### src/verilog/eqs_pkg.sv
// Package: register map, field layout and constants of the egress scheduler
package eqs_pkg;
  // ****************************************************************
  // Register map
  // ****************************************************************
  localparam logic [7:0] EQS_P2_Q3_OFF = 8'hB3;
  localparam logic [7:0] EQS_P2_Q2_OFF = 8'hB4;
  localparam logic [7:0] EQS_P2_Q1_OFF = 8'hB5;
  localparam logic [7:0] EQS_P2_Q0_OFF = 8'hB6;
  localparam logic [7:0] EQS_P3_Q3_OFF = 8'hB7;
  localparam logic [7:0] EQS_P3_Q2_OFF = 8'hB8;
  localparam logic [7:0] EQS_P3_Q1_OFF = 8'hB9;
  localparam logic [7:0] EQS_P3_Q0_OFF = 8'hBA;
  localparam int unsigned EQS_REGS_PER_PORT = 4;
  // ****************************************************************
  // Field layout and reset values
  // ****************************************************************
  localparam int unsigned EQS_SEL_BIT = 7;
  localparam logic        EQS_SEL_RST = 1'b1;
  localparam logic [6:0]  EQS_WT_Q3   = 7'h08;
  localparam logic [6:0]  EQS_WT_Q2   = 7'h04;
  localparam logic [6:0]  EQS_WT_Q1   = 7'h02;
  localparam logic [6:0]  EQS_WT_Q0   = 7'h01;
  localparam logic [3:0]  EQS_CR_Q3   = 4'h8;
  localparam logic [3:0]  EQS_CR_Q2   = 4'h4;
  localparam logic [3:0]  EQS_CR_Q1   = 4'h2;
  localparam logic [3:0]  EQS_CR_Q0   = 4'h1;
  localparam logic [3:0]  EQS_CR_2Q_HI = 4'h2;
  localparam logic [3:0]  EQS_CR_2Q_LO = 4'h1;
endpackage

### src/verilog/eqs_top.sv
// Egress queue scheduling registers and arbiters for switch ports 2 and 3
// How it works
// - All four select bits set in four-queue mode: weighted service 8:4:2:1.
// - Two-queue operation with weighted selection serves high and low 2:1.
// - All select bits clear: the port uses strict priority.
// - Strict priority also needs global mode bit clear; higher queue always first.
// - Select bit is read/write at bit 7 and resets to one.
// - Ports 2 and 3 each own four queue registers, queue three first.
`timescale 1ns/1ns
module eqs_top
  import eqs_pkg::*;
(
  input  wire logic       core_clk,
  input  wire logic       nrst,
  // Register port
  input  wire logic [7:0] reg_addr,
  input  wire logic       reg_wr,
  input  wire logic [7:0] reg_wdata,
  output logic      [7:0] reg_rdata,
  // Global queue-mode bit (register 5 bit 3), kept elsewhere
  input  wire logic       strict_mode_n,
  // Per port: four or two egress queues in use
  input  wire logic       p2_four_queue,
  input  wire logic       p3_four_queue,
  // Pending frames per queue, bit 3 is highest queue
  input  wire logic [3:0] p2_pending,
  input  wire logic [3:0] p3_pending,
  input  wire logic       p2_grant_req,
  input  wire logic       p3_grant_req,
  output logic      [3:0] p2_grant,
  output logic      [3:0] p3_grant
);

  // ****************************************************************
  // Reset release
  // ****************************************************************
  logic rst_meta_q;
  logic rst_n_q;

  // Async assert, synchronous release through two flops
  always_ff @(posedge core_clk or negedge nrst) begin
    if (!nrst) begin
      rst_meta_q <= 1'b0;
      rst_n_q    <= 1'b0;
    end else begin
      rst_meta_q <= 1'b1;
      rst_n_q    <= rst_meta_q;
    end
  end

  // ****************************************************************
  // Select bit storage, one bit per queue per port
  // ****************************************************************
  logic [3:0] p2_sel_q;
  logic [3:0] p3_sel_q;
  logic [7:0] rdata_d;

  // Only bit 7 is writable; the weight field is constant
  always_ff @(posedge core_clk or negedge rst_n_q) begin
    if (!rst_n_q) begin
      p2_sel_q <= {4{EQS_SEL_RST}};
      p3_sel_q <= {4{EQS_SEL_RST}};
    end else if (reg_wr) begin
      unique case (reg_addr)
        EQS_P2_Q3_OFF: p2_sel_q[3] <= reg_wdata[EQS_SEL_BIT];
        EQS_P2_Q2_OFF: p2_sel_q[2] <= reg_wdata[EQS_SEL_BIT];
        EQS_P2_Q1_OFF: p2_sel_q[1] <= reg_wdata[EQS_SEL_BIT];
        EQS_P2_Q0_OFF: p2_sel_q[0] <= reg_wdata[EQS_SEL_BIT];
        EQS_P3_Q3_OFF: p3_sel_q[3] <= reg_wdata[EQS_SEL_BIT];
        EQS_P3_Q2_OFF: p3_sel_q[2] <= reg_wdata[EQS_SEL_BIT];
        EQS_P3_Q1_OFF: p3_sel_q[1] <= reg_wdata[EQS_SEL_BIT];
        EQS_P3_Q0_OFF: p3_sel_q[0] <= reg_wdata[EQS_SEL_BIT];
        default: ;
      endcase
    end
  end

  // Read mux: select bit over fixed weight, unmapped reads zero
  always_comb begin
    unique case (reg_addr)
      EQS_P2_Q3_OFF: rdata_d = {p2_sel_q[3], EQS_WT_Q3};
      EQS_P2_Q2_OFF: rdata_d = {p2_sel_q[2], EQS_WT_Q2};
      EQS_P2_Q1_OFF: rdata_d = {p2_sel_q[1], EQS_WT_Q1};
      EQS_P2_Q0_OFF: rdata_d = {p2_sel_q[0], EQS_WT_Q0};
      EQS_P3_Q3_OFF: rdata_d = {p3_sel_q[3], EQS_WT_Q3};
      EQS_P3_Q2_OFF: rdata_d = {p3_sel_q[2], EQS_WT_Q2};
      EQS_P3_Q1_OFF: rdata_d = {p3_sel_q[1], EQS_WT_Q1};
      EQS_P3_Q0_OFF: rdata_d = {p3_sel_q[0], EQS_WT_Q0};
      default:       rdata_d = 8'h00;
    endcase
  end

  // Registered read data, one cycle after the address
  always_ff @(posedge core_clk or negedge rst_n_q) begin
    if (!rst_n_q) begin
      reg_rdata <= 8'h00;
    end else begin
      reg_rdata <= rdata_d;
    end
  end

  // ****************************************************************
  // Per-port arbiters
  // ****************************************************************
  eqs_arb u_p2_arb (
    .clk        (core_clk),
    .rst_n      (rst_n_q),
    .sel        (p2_sel_q),
    .strict_n   (strict_mode_n),
    .four_queue (p2_four_queue),
    .pending    (p2_pending),
    .req        (p2_grant_req),
    .grant      (p2_grant)
  );

  eqs_arb u_p3_arb (
    .clk        (core_clk),
    .rst_n      (rst_n_q),
    .sel        (p3_sel_q),
    .strict_n   (strict_mode_n),
    .four_queue (p3_four_queue),
    .pending    (p3_pending),
    .req        (p3_grant_req),
    .grant      (p3_grant)
  );

endmodule // eqs_top

// One egress port: weighted round robin or strict priority
module eqs_arb
  import eqs_pkg::*;
(
  input  wire logic       clk,
  input  wire logic       rst_n,
  input  wire logic [3:0] sel,
  input  wire logic       strict_n,
  input  wire logic       four_queue,
  input  wire logic [3:0] pending,
  input  wire logic       req,
  output logic      [3:0] grant
);

  logic       weighted;
  logic [3:0] active;
  logic [3:0] credit_q [4];
  logic [3:0] elig;
  logic [3:0] grant_d;
  logic [3:0] prio_pick;
  logic [3:0] wt_pick;

  // Mixed select bits are treated as weighted: strict needs all clear
  assign weighted = (sel != 4'h0) || strict_n;
  // Two-queue operation uses queues three and zero
  assign active = four_queue ? pending : (pending & 4'h9);

  // Queues still holding credit in this round, empty ones skipped
  always_comb begin
    for (int i = 0; i < 4; i++) begin
      elig[i] = active[i] && (credit_q[i] != 4'h0);
    end
  end

  // Highest pending queue first
  always_comb begin
    prio_pick = 4'h0;
    for (int i = 0; i < 4; i++) begin
      if (active[i]) prio_pick = 4'h1 << i;
    end
    wt_pick = 4'h0;
    for (int i = 0; i < 4; i++) begin
      if (elig[i]) wt_pick = 4'h1 << i;
    end
    // Round exhausted with work left: pick as if credits refilled
    if (wt_pick == 4'h0) wt_pick = prio_pick;
    if (!req) begin
      grant_d = 4'h0;
    end else if (weighted) begin
      grant_d = wt_pick;
    end else begin
      grant_d = prio_pick;
    end
  end

  // Credits per queue; refill when no eligible queue remains
  always_ff @(posedge clk or negedge rst_n) begin
    if (!rst_n) begin
      credit_q[3] <= EQS_CR_Q3;
      credit_q[2] <= EQS_CR_Q2;
      credit_q[1] <= EQS_CR_Q1;
      credit_q[0] <= EQS_CR_Q0;
    end else if (req && weighted && grant_d != 4'h0) begin
      if (elig == 4'h0) begin
        // New round: reload, then charge the granted queue
        for (int i = 0; i < 4; i++) begin
          if (four_queue) begin
            credit_q[i] <= (i == 3) ? EQS_CR_Q3 : (i == 2) ? EQS_CR_Q2 :
                           (i == 1) ? EQS_CR_Q1 : EQS_CR_Q0;
          end else begin
            credit_q[i] <= (i == 3) ? EQS_CR_2Q_HI : EQS_CR_2Q_LO;
          end
          if (grant_d[i]) begin
            credit_q[i] <= four_queue ?
              ((i == 3) ? EQS_CR_Q3 - 4'h1 : (i == 2) ? EQS_CR_Q2 - 4'h1 :
               (i == 1) ? EQS_CR_Q1 - 4'h1 : 4'h0) :
              ((i == 3) ? EQS_CR_2Q_HI - 4'h1 : 4'h0);
          end
        end
      end else begin
        for (int i = 0; i < 4; i++) begin
          if (grant_d[i]) credit_q[i] <= credit_q[i] - 4'h1;
        end
      end
    end
  end

  // Grant held in a flop, valid the cycle after the request
  always_ff @(posedge clk or negedge rst_n) begin
    if (!rst_n) begin
      grant <= 4'h0;
    end else begin
      grant <= grant_d;
    end
  end

endmodule // eqs_arb

### config.mk
export PLATFORM = sky130hd
export DESIGN_NAME = eqs_top
export DESIGN_NICKNAME = d
export VERILOG_FILES = /design/src/verilog/eqs_pkg.sv /design/src/verilog/eqs_top.sv
export SDC_FILE = /design/constraint.sdc
export NUM_CORES = 1
export LEC_CHECK = 0
export BUFFER_PORTS_ARGS = -buffer_cell sky130_fd_sc_hd__buf_2
export CAP_MARGIN = 20
export CORE_ASPECT_RATIO = 0.5
export CORE_UTILIZATION = 50
export DETAILED_ROUTE_END_ITERATION = 6
export PLACE_DENSITY = 0.71
export SLEW_MARGIN = 20
export SYNTH_ARGS = -nofsm -noshare
export SYNTH_HDL_FRONTEND = slang
export SYNTH_SLANG_ARGS = --single-unit
### constraint.sdc
create_clock -name core_clk -period 2.5 [get_ports core_clk]
set_clock_uncertainty 0.2 [all_clocks]
set_input_delay 0.25 -clock core_clk [delete_from_list [all_inputs] [get_ports core_clk]]
set_output_delay 0.25 -clock core_clk [all_outputs]
set_load 0.02 [all_outputs]
==> results_dict.tcl, run 1 <==
set metrics [dict create \
    status "finished with violations" \
    violations "setup timing" \
    core_area_um2 6830 \
    yosysUniqueCellTypes 66 \
    crit_type "register to register" \
    regArea_um2 1400 \
    totalWireLength_mm 10.8 \
    final-hold-violation-count 0 \
    synth_top_area_share_pct 27.0 \
    hp-class "input pin to asynchronous set/reset pin" \
    dr_wl_met3_um 570 \
    p_per_area_nw_per_um2 775 \
    vdd_drop_max_uv 507 \
    die_h_um 62.1 \
    cp_cell_sequence "inv_1, ha_2, or3b_4, a222oi_1, o21a_1, a221o_1, o31ai_4, buf_6, buf_6, a21o_1, a21o_1" \
    slowest_delay_ns 0.51 \
    relSlewSlack_pct 53.5 \
    wl_met2_mm 5.43 \
    grt_max_degree 31 \
    gp_congestion 0.975 \
    tightest_slew_ns 0.697 \
    multi_input_area_um2 2360 \
    synth_seq_cells 55 \
    diodes 0 \
    start_util_pct 52.8 \
    final_core_util_pct 78.0 \
    grt_pass1_vias 3469 \
    cts.sinks 55 \
    drv_slew 0 \
    top_layer "met4" \
    nFillCells 441 \
    rows 21 \
    fmax_ghz 0.346 \
    path_buf_inv 3 \
    max_cap_viol_count 0 \
    rsz0062_at_grt "yes" \
    synth_edf_count 0 \
    htree_levels 2 \
    io_pins 48 \
    wl_met1_mm 4.50 \
    antenna_left 0 \
    netSwitchingPower_w 0.00147 \
    drt_iter0_drc 204 \
    ys_seq_area_share_pct 38.7 \
    clock_latency_ns 0.31 \
    overflow 0 \
    syn_area_per_cell_um2 9.47 \
    yosys_warnings 0 \
    cp-end-kind "register" \
    yosys.area.top_type "dfrtp_1" \
    p_leak_nw 2.47 \
    synth_top_flop_cell "dfrtp_1" \
    via_per_inst 5.88 \
    synth.cell_area_um2 3610 \
    finalCritPeriodShare_pct 116 \
    cp-start-kind "register" \
    cts_root_buf "clkbuf_16" \
    vias 3657 \
    dieArea_um2 7580 \
    setup_violations 31 \
    fin_hold_ws_ns 0.0526 \
    hpwl_mm 6.95 \
    arrival_ns 2.89 \
    cts_tree "done" \
    syn_to_final_growth_pct 47.7 \
    crit_slowest_cell "a222oi_1" \
    die_w_um 122 \
    internal-power_w 0.00267 \
    cts_made_buffers 5 \
    clkPwrFrac_pct 19.9 \
    comb_power_share_pct 48.8 \
    synth_common_cells "39 x dfrtp_1, 35 x nand2_1, 31 x nor2_1, 25 x inv_1, 20 x a21oi_1" \
    cp.required_ns 2.50 \
    fin_setup_tns_ns -9.91 \
    nets 579 \
    wl_per_cell_um 17.4 \
    synthTopCellsByArea "dfrtp_1 27%, dfstp_2 12%, ha_1 6.2%" \
    grtUsageTotal_pct 27.9 \
    layout_setup_ws_ns -0.390 \
    cp_max_fo 5 \
    cts_max_path_buffers 2 \
    io_buffers 37 \
    drive_gt1_share_pct 53.0 \
    syn_inst 381 \
    swShare_pct 35.5 \
    crit_family "compound AO/OA/AOI/OAI gates" \
    dr.pass1.iters 5 \
    clkTransAtPathRegs_ns 0.07 \
    sequentialPowerShare_pct 31.3 \
    synthArstFlopShare_pct 100 \
    grt_first_pass_wirelength_mm 16.1 \
    synth_most_common_cell "dfrtp_1" \
    timing.final.crit_period_ns 2.89 \
    drc_errors 0 \
    antenna_found_initial 0 \
]
stage by stage:
step	instances	worst slack (ns)	total power, W	cell area, um2
final	622	-0.390	0.00413	5330
after global routing	622	-0.528	0.00434	5330
after CTS	613	-0.290	0.00393	5100
after detailed placement	589	-0.286	0.00294	4620
after global placement	589	-0.264	0.00284	4620
after floorplan	383	-0.272	0.00221	3740
power groups by stage:
stage | registers (W) | clock network (W) | logic, W
final | 0.00129 | 0.000821 | 0.00202
after global routing | 0.00131 | 0.000854 | 0.00217
after CTS | 0.00129 | 0.000819 | 0.00182
after detailed placement | 0.00129 | 0 | 0.00164
after global placement | 0.00127 | 0 | 0.00156
after floorplan | 0.00133 | 0 | 0.000887
final cells by class:
class / count / area share (%)
clock inverters: 3 / 0.821
flip-flops and latches: 55 / 26.2
clock buffers: 5 / 2.35
repair buffers: 158 / 22.2
multi-input cells: 283 / 44.3
inverters: 26 / 1.92
well taps: 92 / 2.16
worst reg2reg max path, cell delays in order, from the launching register on:
cell	delay, ns
dfrtp_1	0.38
inv_1	0.07
ha_2	0.17
or3b_4	0.40
a222oi_1	0.51
o21a_1	0.24
a221o_1	0.18
o31ai_4	0.09
buf_6	0.16
buf_6	0.11
a21o_1	0.15
a21o_1	0.14
registers in the layout, indices dropped and copies added, names as in the netlist:
name,flops
rst_meta_q,1
reg_rdata,5
u_p3_arb.credit_q,16
rst_n_q,1
u_p2_arb.grant,4
p3_sel_q,4
u_p2_arb.credit_q,16
u_p3_arb.grant,4
p2_sel_q,4
cells by family (layout without fill, tap and decap cells):
logic type / count (synthesis) / in the layout / synth area share (%)
AOI/OAI and AO/OA: 112 / 112 / 25.2
adders and majority gates: 18 / 18 / 6.24
buffers and inverters: 45 / 192 / 5.79
DFF: 55 / 55 / 38.7
muxes: 11 / 11 / 3.36
other: 2 / 4 / 0.208
and+or+nand+nor: 138 / 138 / 20.5
worst paths after layout:
path                                       from                     to  slack, ns  cells past startpoint
max reg2reg                u_p2_arb.credit_q[4]  u_p2_arb.credit_q[15]      -0.39                     11
min reg2reg                             rst_n_q      u_p2_arb.grant[1]       0.12                      0
min in group core_clk              reg_wdata[7]            p3_sel_q[2]       0.09                      2
max                        u_p2_arb.credit_q[4]  u_p2_arb.credit_q[15]      -0.39                     11
max in group asynchronous               rst_n_q   u_p2_arb.credit_q[9]       1.26                      1
min                                        nrst             rst_meta_q       0.05                      2
cells in the final DEF, fill, tap and decap left out, drive strengths merged, types with 4 or more instances in the layout:
master    n
nand2    35
a21o      6
clkbuf    5
o31ai     7
a31oi    12
nor3     10
buf     157
or3b      8
ha       18
mux2      9
o41ai     4
conb      4
dfstp    16
dfrtp    39
nand3    12
a21oi    20
o21ai    20
inv      26
o21a      4
and2     11
a22oi     4
nor2     33
nor3b     5
o22a     12
repair_timing:
action,CTS,global route
resized for setup,49,38
buffers inserted,17,11
endpoints found under the setup margin,32,35
hold buffers,1,0
cloned,0,1
pin swaps,24,15
endpoints found under the hold margin,2,0
layer usage:
layer	vias up	track usage [%]
li1	1685	-
met1	1793	32.0
met2	142	52.5
met3	37	5.93
met4	0	12.2
met5	-	0
No activity file was read; power rests on OpenSTA's default activity.
==> run 2, diff against run 1 <==
--- a/config.mk
+++ b/config.mk
@@ -11,7 +11,7 @@
 export CORE_UTILIZATION = 50
 export DETAILED_ROUTE_END_ITERATION = 6
 export PLACE_DENSITY = 0.71
-export SLEW_MARGIN = 20
+export SETUP_SLACK_MARGIN = 0.5
 export SYNTH_ARGS = -nofsm -noshare
 export SYNTH_HDL_FRONTEND = slang
 export SYNTH_SLANG_ARGS = --single-unit
==> run 2 against run 1 <==
The run ends with DRC, setup timing left. Combinational power is 4% higher. Sequential cell count stayed put. First-iteration DRC count is 69% higher. Count of clock-buffer cells in the layout stayed put. Global-route usage is 0.20 points higher. Worst setup slack worse by 0.012 ns. Clock power is 9.3% lower. Final cell count is 0.32% lower. Sequential power hardly changed. Critical endpoint is now u_p2_arb.credit_q[6]. Highest routed layer unchanged.
==> results_dict.tcl, run 2 (same netlist as run 1, synthesis figures left out) <==
set metrics [dict create \
    r2r_cells 11 \
    cp-end-kind "register" \
    clkPwrFrac_pct 18.0 \
    crit-reg2reg-capture "u_p2_arb.credit_q[6]" \
    clock_latency_ns 0.31 \
    endpoint "u_p2_arb.credit_q[6]" \
    p_per_area_nw_per_um2 765 \
    rows 21 \
    core_area_um2 6830 \
    antenna_left 0 \
    cts_made_buffers 5 \
    layout_commonest_cell "buf_4" \
    max_cap_viol_count 0 \
    diodes 0 \
    cp.required_ns 2.50 \
    die_w_um 122 \
    htree_levels 2 \
    drt_iter0_drc 345 \
    layout_common_cells "89 x buf_4, 38 x dfrtp_1, 37 x buf_2, 28 x nand2_1, 27 x buf_6" \
    hp-class "input pin to asynchronous set/reset pin" \
    sequentialPowerShare_pct 31.3 \
    arrival_ns 2.91 \
    cp-start-kind "register" \
    totalWireLength_mm 11.8 \
    die_h_um 62.1 \
    power_w 0.00413 \
    io_buffers 37 \
    place_inst 585 \
    cts_max_path_buffers 2 \
    multi_input_area_um2 2430 \
    reg2reg_slack_ns -0.40 \
    wl_per_cell_um 19.0 \
    start_util_pct 52.8 \
    violations "DRC, setup timing" \
    syn_to_final_growth_pct 49.9 \
    comb_power_share_pct 50.7 \
    grt_first_pass_wirelength_mm 16.2 \
    crit_type "register to register" \
    final_core_util_pct 79.2 \
    cp-startpoint "u_p2_arb.credit_q[5]" \
    r2r_start "u_p2_arb.credit_q[5]" \
    rsz0062_at_grt "yes" \
    timing.final.crit_period_ns 2.90 \
    dieArea_um2 7580 \
    p_leak_nw 2.45 \
    io_pins 48 \
    cp_max_fo 8 \
    netSwitchingPower_w 0.00154 \
    drv_slew 0 \
    layout_setup_ws_ns -0.402 \
    nets 577 \
    instances_no_fill 620 \
    drc_errors 7 \
    via_per_inst 6.04 \
    grt_pass1_vias 3471 \
    cts_tree "done" \
    cts.sinks 55 \
    status "finished with violations" \
    overflow 0 \
    relSlewSlack_pct 51.5 \
    grtUsageTotal_pct 28.1 \
    swShare_pct 37.2 \
    vdd_drop_max_uv 455 \
    clkTransAtPathRegs_ns 0.08 \
    hpwl_mm 7.11 \
    internal-power_w 0.00260 \
    antenna_found_initial 0 \
    dr.pass1.iters 7 \
    setup_violations 32 \
    grt_max_degree 54 \
    top_regs "u_p2_arb.credit_q (16), u_p3_arb.credit_q (16), reg_rdata (5)" \
    drive_gt1_share_pct 56.4 \
    tightest_slew_ns 0.717 \
    finalCritPeriodShare_pct 116 \
    regArea_um2 1400 \
    vias 3744 \
    fmax_ghz 0.345 \
    nFillCells 401 \
    final-hold-violation-count 0 \
    gp_congestion 0.884 \
    cts_root_buf "clkbuf_16" \
]
[run 2: changes by cell type in the layout (fill, tap and decap cells not counted), moves of 3 or more]
cell and delta:
buf_4 -10, buf_6 +10, inv_1 -6, nor2_2 +5, inv_2 +4, nor2_1 -4, ha_1 -3
[run 2: what timing repair did]
item | in CTS | in global routing
gates cloned | 0 | 1
hold endpoints to repair | 2 | 0
setup buffers | 15 | 10
setup endpoints to repair | 40 | 40
resized for setup | 57 | 51
pin swaps | 18 | 25
hold buffers | 1 | 0
[run 2: through the flow]
| stage | instance area [um2] | hold slack (ns) | TNS (ns) | worst slack, ns |
|---|---|---|---|---|
| 5_1_grt | 5410 | 0.0524 | -11.97 | -0.516 |
| 6_report | 5410 | 0.0493 | -8.83 | -0.402 |
| 3_3_place_gp | 4620 | -0.166 | -3.37 | -0.240 |
| 4_1_cts | 5080 | 0.0463 | -5.13 | -0.264 |
| 2_1_floorplan | 3750 | -0.246 | -3.55 | -0.272 |
| 3_5_place_dp | 4620 | -0.163 | -6.35 | -0.352 |
[run 2: cell type report]
type	instances	area share (%)
repair buffers	156	22.3
clock inverters	3	0.440
well taps	92	2.13
clock buffers	5	2.31
flip-flops and latches	55	25.8
multi-input cells	283	45.0
inverters	26	1.99
[run 2: layer usage]
| metal | up-vias | wire [um] | GRT usage [%] |
|---|---|---|---|
| li1 | 1684 | - | - |
| met1 | 1833 | 4650 | 33.4 |
| met2 | 179 | 5990 | 51.9 |
| met3 | 48 | 689 | 5.29 |
| met4 | 0 | 465 | 12.0 |
| met5 | - | 0 | 0 |
[run 2: how the worst min path moves through the flow]
stage,endpoint,start,slack (ns)
global route,rst_n_q,nrst,0.05
floorplan,rst_meta_q,nrst,-0.25
finish,rst_n_q,nrst,0.05
CTS,rst_n_q,nrst,0.05
global placement,rst_meta_q,nrst,-0.17
detailed placement,rst_meta_q,nrst,-0.16
[run 2: critical path, cell delays in order, from the launching register on]
cell and delay, ns:
dfrtp_1 0.38, inv_1 0.06, ha_2 0.18, or3b_4 0.41, a222oi_1 0.34, buf_4 0.17
o21a_1 0.16, a221o_1 0.19, o31ai_4 0.10, buf_6 0.18, buf_6 0.12, o41ai_2 0.30
[run 2: power groups by stage]
stage          sequential [W]  clock [W]  combinational [W]
3_5_place_dp          0.00129          0            0.00164
4_1_cts               0.00128   0.000741            0.00183
5_1_grt               0.00132   0.000784            0.00226
3_3_place_gp          0.00127          0            0.00155
2_1_floorplan         0.00133          0           0.000898
6_report              0.00129   0.000745            0.00210
==> run 3, diff against run 2 <==
--- a/config.mk
+++ b/config.mk
@@ -6,12 +6,10 @@
 export NUM_CORES = 1
 export LEC_CHECK = 0
 export BUFFER_PORTS_ARGS = -buffer_cell sky130_fd_sc_hd__buf_2
-export CAP_MARGIN = 20
+export CAP_MARGIN = 40
 export CORE_ASPECT_RATIO = 0.5
-export CORE_UTILIZATION = 50
+export CORE_UTILIZATION = 41
 export DETAILED_ROUTE_END_ITERATION = 6
-export PLACE_DENSITY = 0.71
-export SETUP_SLACK_MARGIN = 0.5
 export SYNTH_ARGS = -nofsm -noshare
 export SYNTH_HDL_FRONTEND = slang
 export SYNTH_SLANG_ARGS = --single-unit
==> run 3 against run 2 <==
The run ends with setup timing left. First-iteration DRC count shrank 43%. Count of clock-buffer cells in the layout grew 2. Clock power shrank 3.6%. Global-route usage shrank 6.4 points. Final cell count grew 2.4%. Via count shrank 7.6%. Final area shrank 2.4%. Core utilization shrank 15 points. Routed wire length shrank 17%. Register-to-register slack gained 0.08 ns. Largest power group unchanged.
==> results_dict.tcl, run 3 (same netlist as run 1, synthesis figures left out) <==
set metrics [dict create \
    cts_max_path_buffers 2 \
    dieArea_um2 9200 \
    drc_errors 0 \
    cts_made_buffers 5 \
    die_w_um 135 \
    slowest_delay_ns 0.40 \
    swShare_pct 35.0 \
    gp_congestion 0.900 \
    die_h_um 68.3 \
    diodes 0 \
    layout_commonest_cell "buf_4" \
    drt_iter0_drc 197 \
    syn_to_final_growth_pct 46.3 \
    tightest_slew_ns 0.594 \
    antenna_left 0 \
    cts.sinks 55 \
    sequentialPowerShare_pct 32.6 \
    clock_latency_ns 0.29 \
    antenna_found_initial 0 \
    vias 3459 \
    instances_no_fill 635 \
    totalWireLength_mm 9.83 \
    core_area_um2 8260 \
    internal-power_w 0.00256 \
    max_cap_viol_count 0 \
    setup_violations 31 \
    vdd_drop_max_uv 430 \
    cp_max_fo 5 \
    wl_per_cell_um 15.5 \
    cp-start-kind "register" \
    grt_pass1_vias 3448 \
    htree_levels 2 \
    final_core_util_pct 63.9 \
    via_per_inst 5.45 \
    post-place-ws_ns -0.350 \
    reg2reg_slack_ns -0.32 \
    rows 23 \
    netSwitchingPower_w 0.00138 \
    cts_root_buf "clkbuf_16" \
    crit_family "compound AO/OA/AOI/OAI gates" \
    layout_common_cells "91 x buf_4, 38 x dfrtp_1, 37 x buf_2, 31 x nand2_1, 27 x nor2_1" \
    crit_slowest_cell "dfrtp_1" \
    hp-class "input pin to asynchronous set/reset pin" \
    top_regs "u_p2_arb.credit_q (16), u_p3_arb.credit_q (16), reg_rdata (5)" \
    comb_power_share_pct 49.2 \
    overflow 0 \
    hpwl_mm 6.98 \
    finalCritPeriodShare_pct 113 \
    grt_max_degree 28 \
    final-hold-violation-count 0 \
    crit_type "register to register" \
    path_buf_inv 2 \
    status "finished with violations" \
    io_pins 48 \
    grt_first_pass_wirelength_mm 15.6 \
    timing.final.crit_period_ns 2.82 \
    start_util_pct 43.7 \
    arrival_ns 2.82 \
    p_leak_nw 2.42 \
    dr.pass1.iters 4 \
    p_per_area_nw_per_um2 745 \
    clkTransAtPathRegs_ns 0.07 \
    layout_setup_ws_ns -0.322 \
    cts_tree "done" \
    grtUsageTotal_pct 21.7 \
    cp-end-kind "register" \
    nets 572 \
    rsz0062_at_grt "yes" \
    clkPwrFrac_pct 18.2 \
    io_buffers 37 \
    drive_gt1_share_pct 52.6 \
    drv_slew 0 \
    fmax_ghz 0.354 \
    cp_cell_sequence "inv_2, ha_4, or3b_4, o21bai_4, o21a_1, a221o_1, o31ai_4, buf_6, o21ai_2, a221oi_2" \
    place_inst 605 \
    violations "setup timing" \
    cp.required_ns 2.50 \
    relSlewSlack_pct 60.4 \
]
[run 3: layout make-up]
| class | instances | area, um2 |
|---|---|---|
| well taps | 112 | 140 |
| multi-input cells | 283 | 2340 |
| fillers | 650 | 2980 |
| flip-flops and latches | 55 | 1400 |
| repair buffers | 151 | 1150 |
| clock inverters | 1 | 5.00 |
| inverters | 26 | 103 |
| clock buffers | 7 | 143 |
[run 3: worst reg2reg max path, stage by stage (launching register included)]
cell	delay (ns)
dfrtp_1	0.40
inv_2	0.07
ha_4	0.12
or3b_4	0.38
o21bai_4	0.19
o21a_1	0.21
a221o_1	0.31
o31ai_4	0.38
buf_6	0.19
o21ai_2	0.06
a221oi_2	0.22
[run 3: worst paths after layout]
| path | startpoint | to | depth (start not counted) |
|---|---|---|---|
| min in group core_clk | reg_addr[1] | reg_rdata[0] | 3 |
| worst min-delay path | nrst | rst_meta_q | 2 |
| worst max-delay path | u_p2_arb.credit_q[1] | u_p2_arb.credit_q[0] | 10 |
| max in group asynchronous | rst_n_q | u_p3_arb.credit_q[6] | 1 |
| worst min register to register | rst_n_q | u_p3_arb.grant[3] | 0 |
| worst max register to register | u_p2_arb.credit_q[1] | u_p2_arb.credit_q[0] | 10 |
[run 3: layer usage]
layer  track usage, %  wire length (um)  share of wire [%]
met5                0                 0                  0
met4             6.46               128                1.3
met3             4.15               388                3.9
met2             40.6              4900                 50
met1             26.0              4410                 45
[run 3: timing repair]
item                                   CTS  global route
setup buffers                           11            13
endpoints found under the hold margin    2             0
setup endpoints to repair               32            33
hold buffers                             1             0
resized for setup                       54            36
pin swaps                               21            20
gates cloned                             1             0
[run 3: through the flow]
| stage | power, W | instance area (um2) | hold slack [ns] | TNS [ns] |
|---|---|---|---|---|
| 2_1_floorplan | 0.00221 | 3740 | -0.246 | -3.31 |
| 4_1_cts | 0.00376 | 5080 | 0.0582 | -6.27 |
| 3_5_place_dp | 0.00289 | 4620 | -0.163 | -6.30 |
| 3_3_place_gp | 0.00280 | 4620 | -0.166 | -4.31 |
| 5_1_grt | 0.00417 | 5280 | 0.0553 | -10.50 |
| 6_report | 0.00393 | 5280 | 0.0595 | -7.66 |
[run 3: power groups by stage]
stage	sequential [W]	clock, W	combinational (W)
floorplan	0.00133	0	0.000887
global placement	0.00128	0	0.00152
CTS	0.00127	0.000738	0.00175
detailed placement	0.00129	0	0.00160
global route	0.00131	0.000778	0.00209
finish	0.00128	0.000718	0.00193
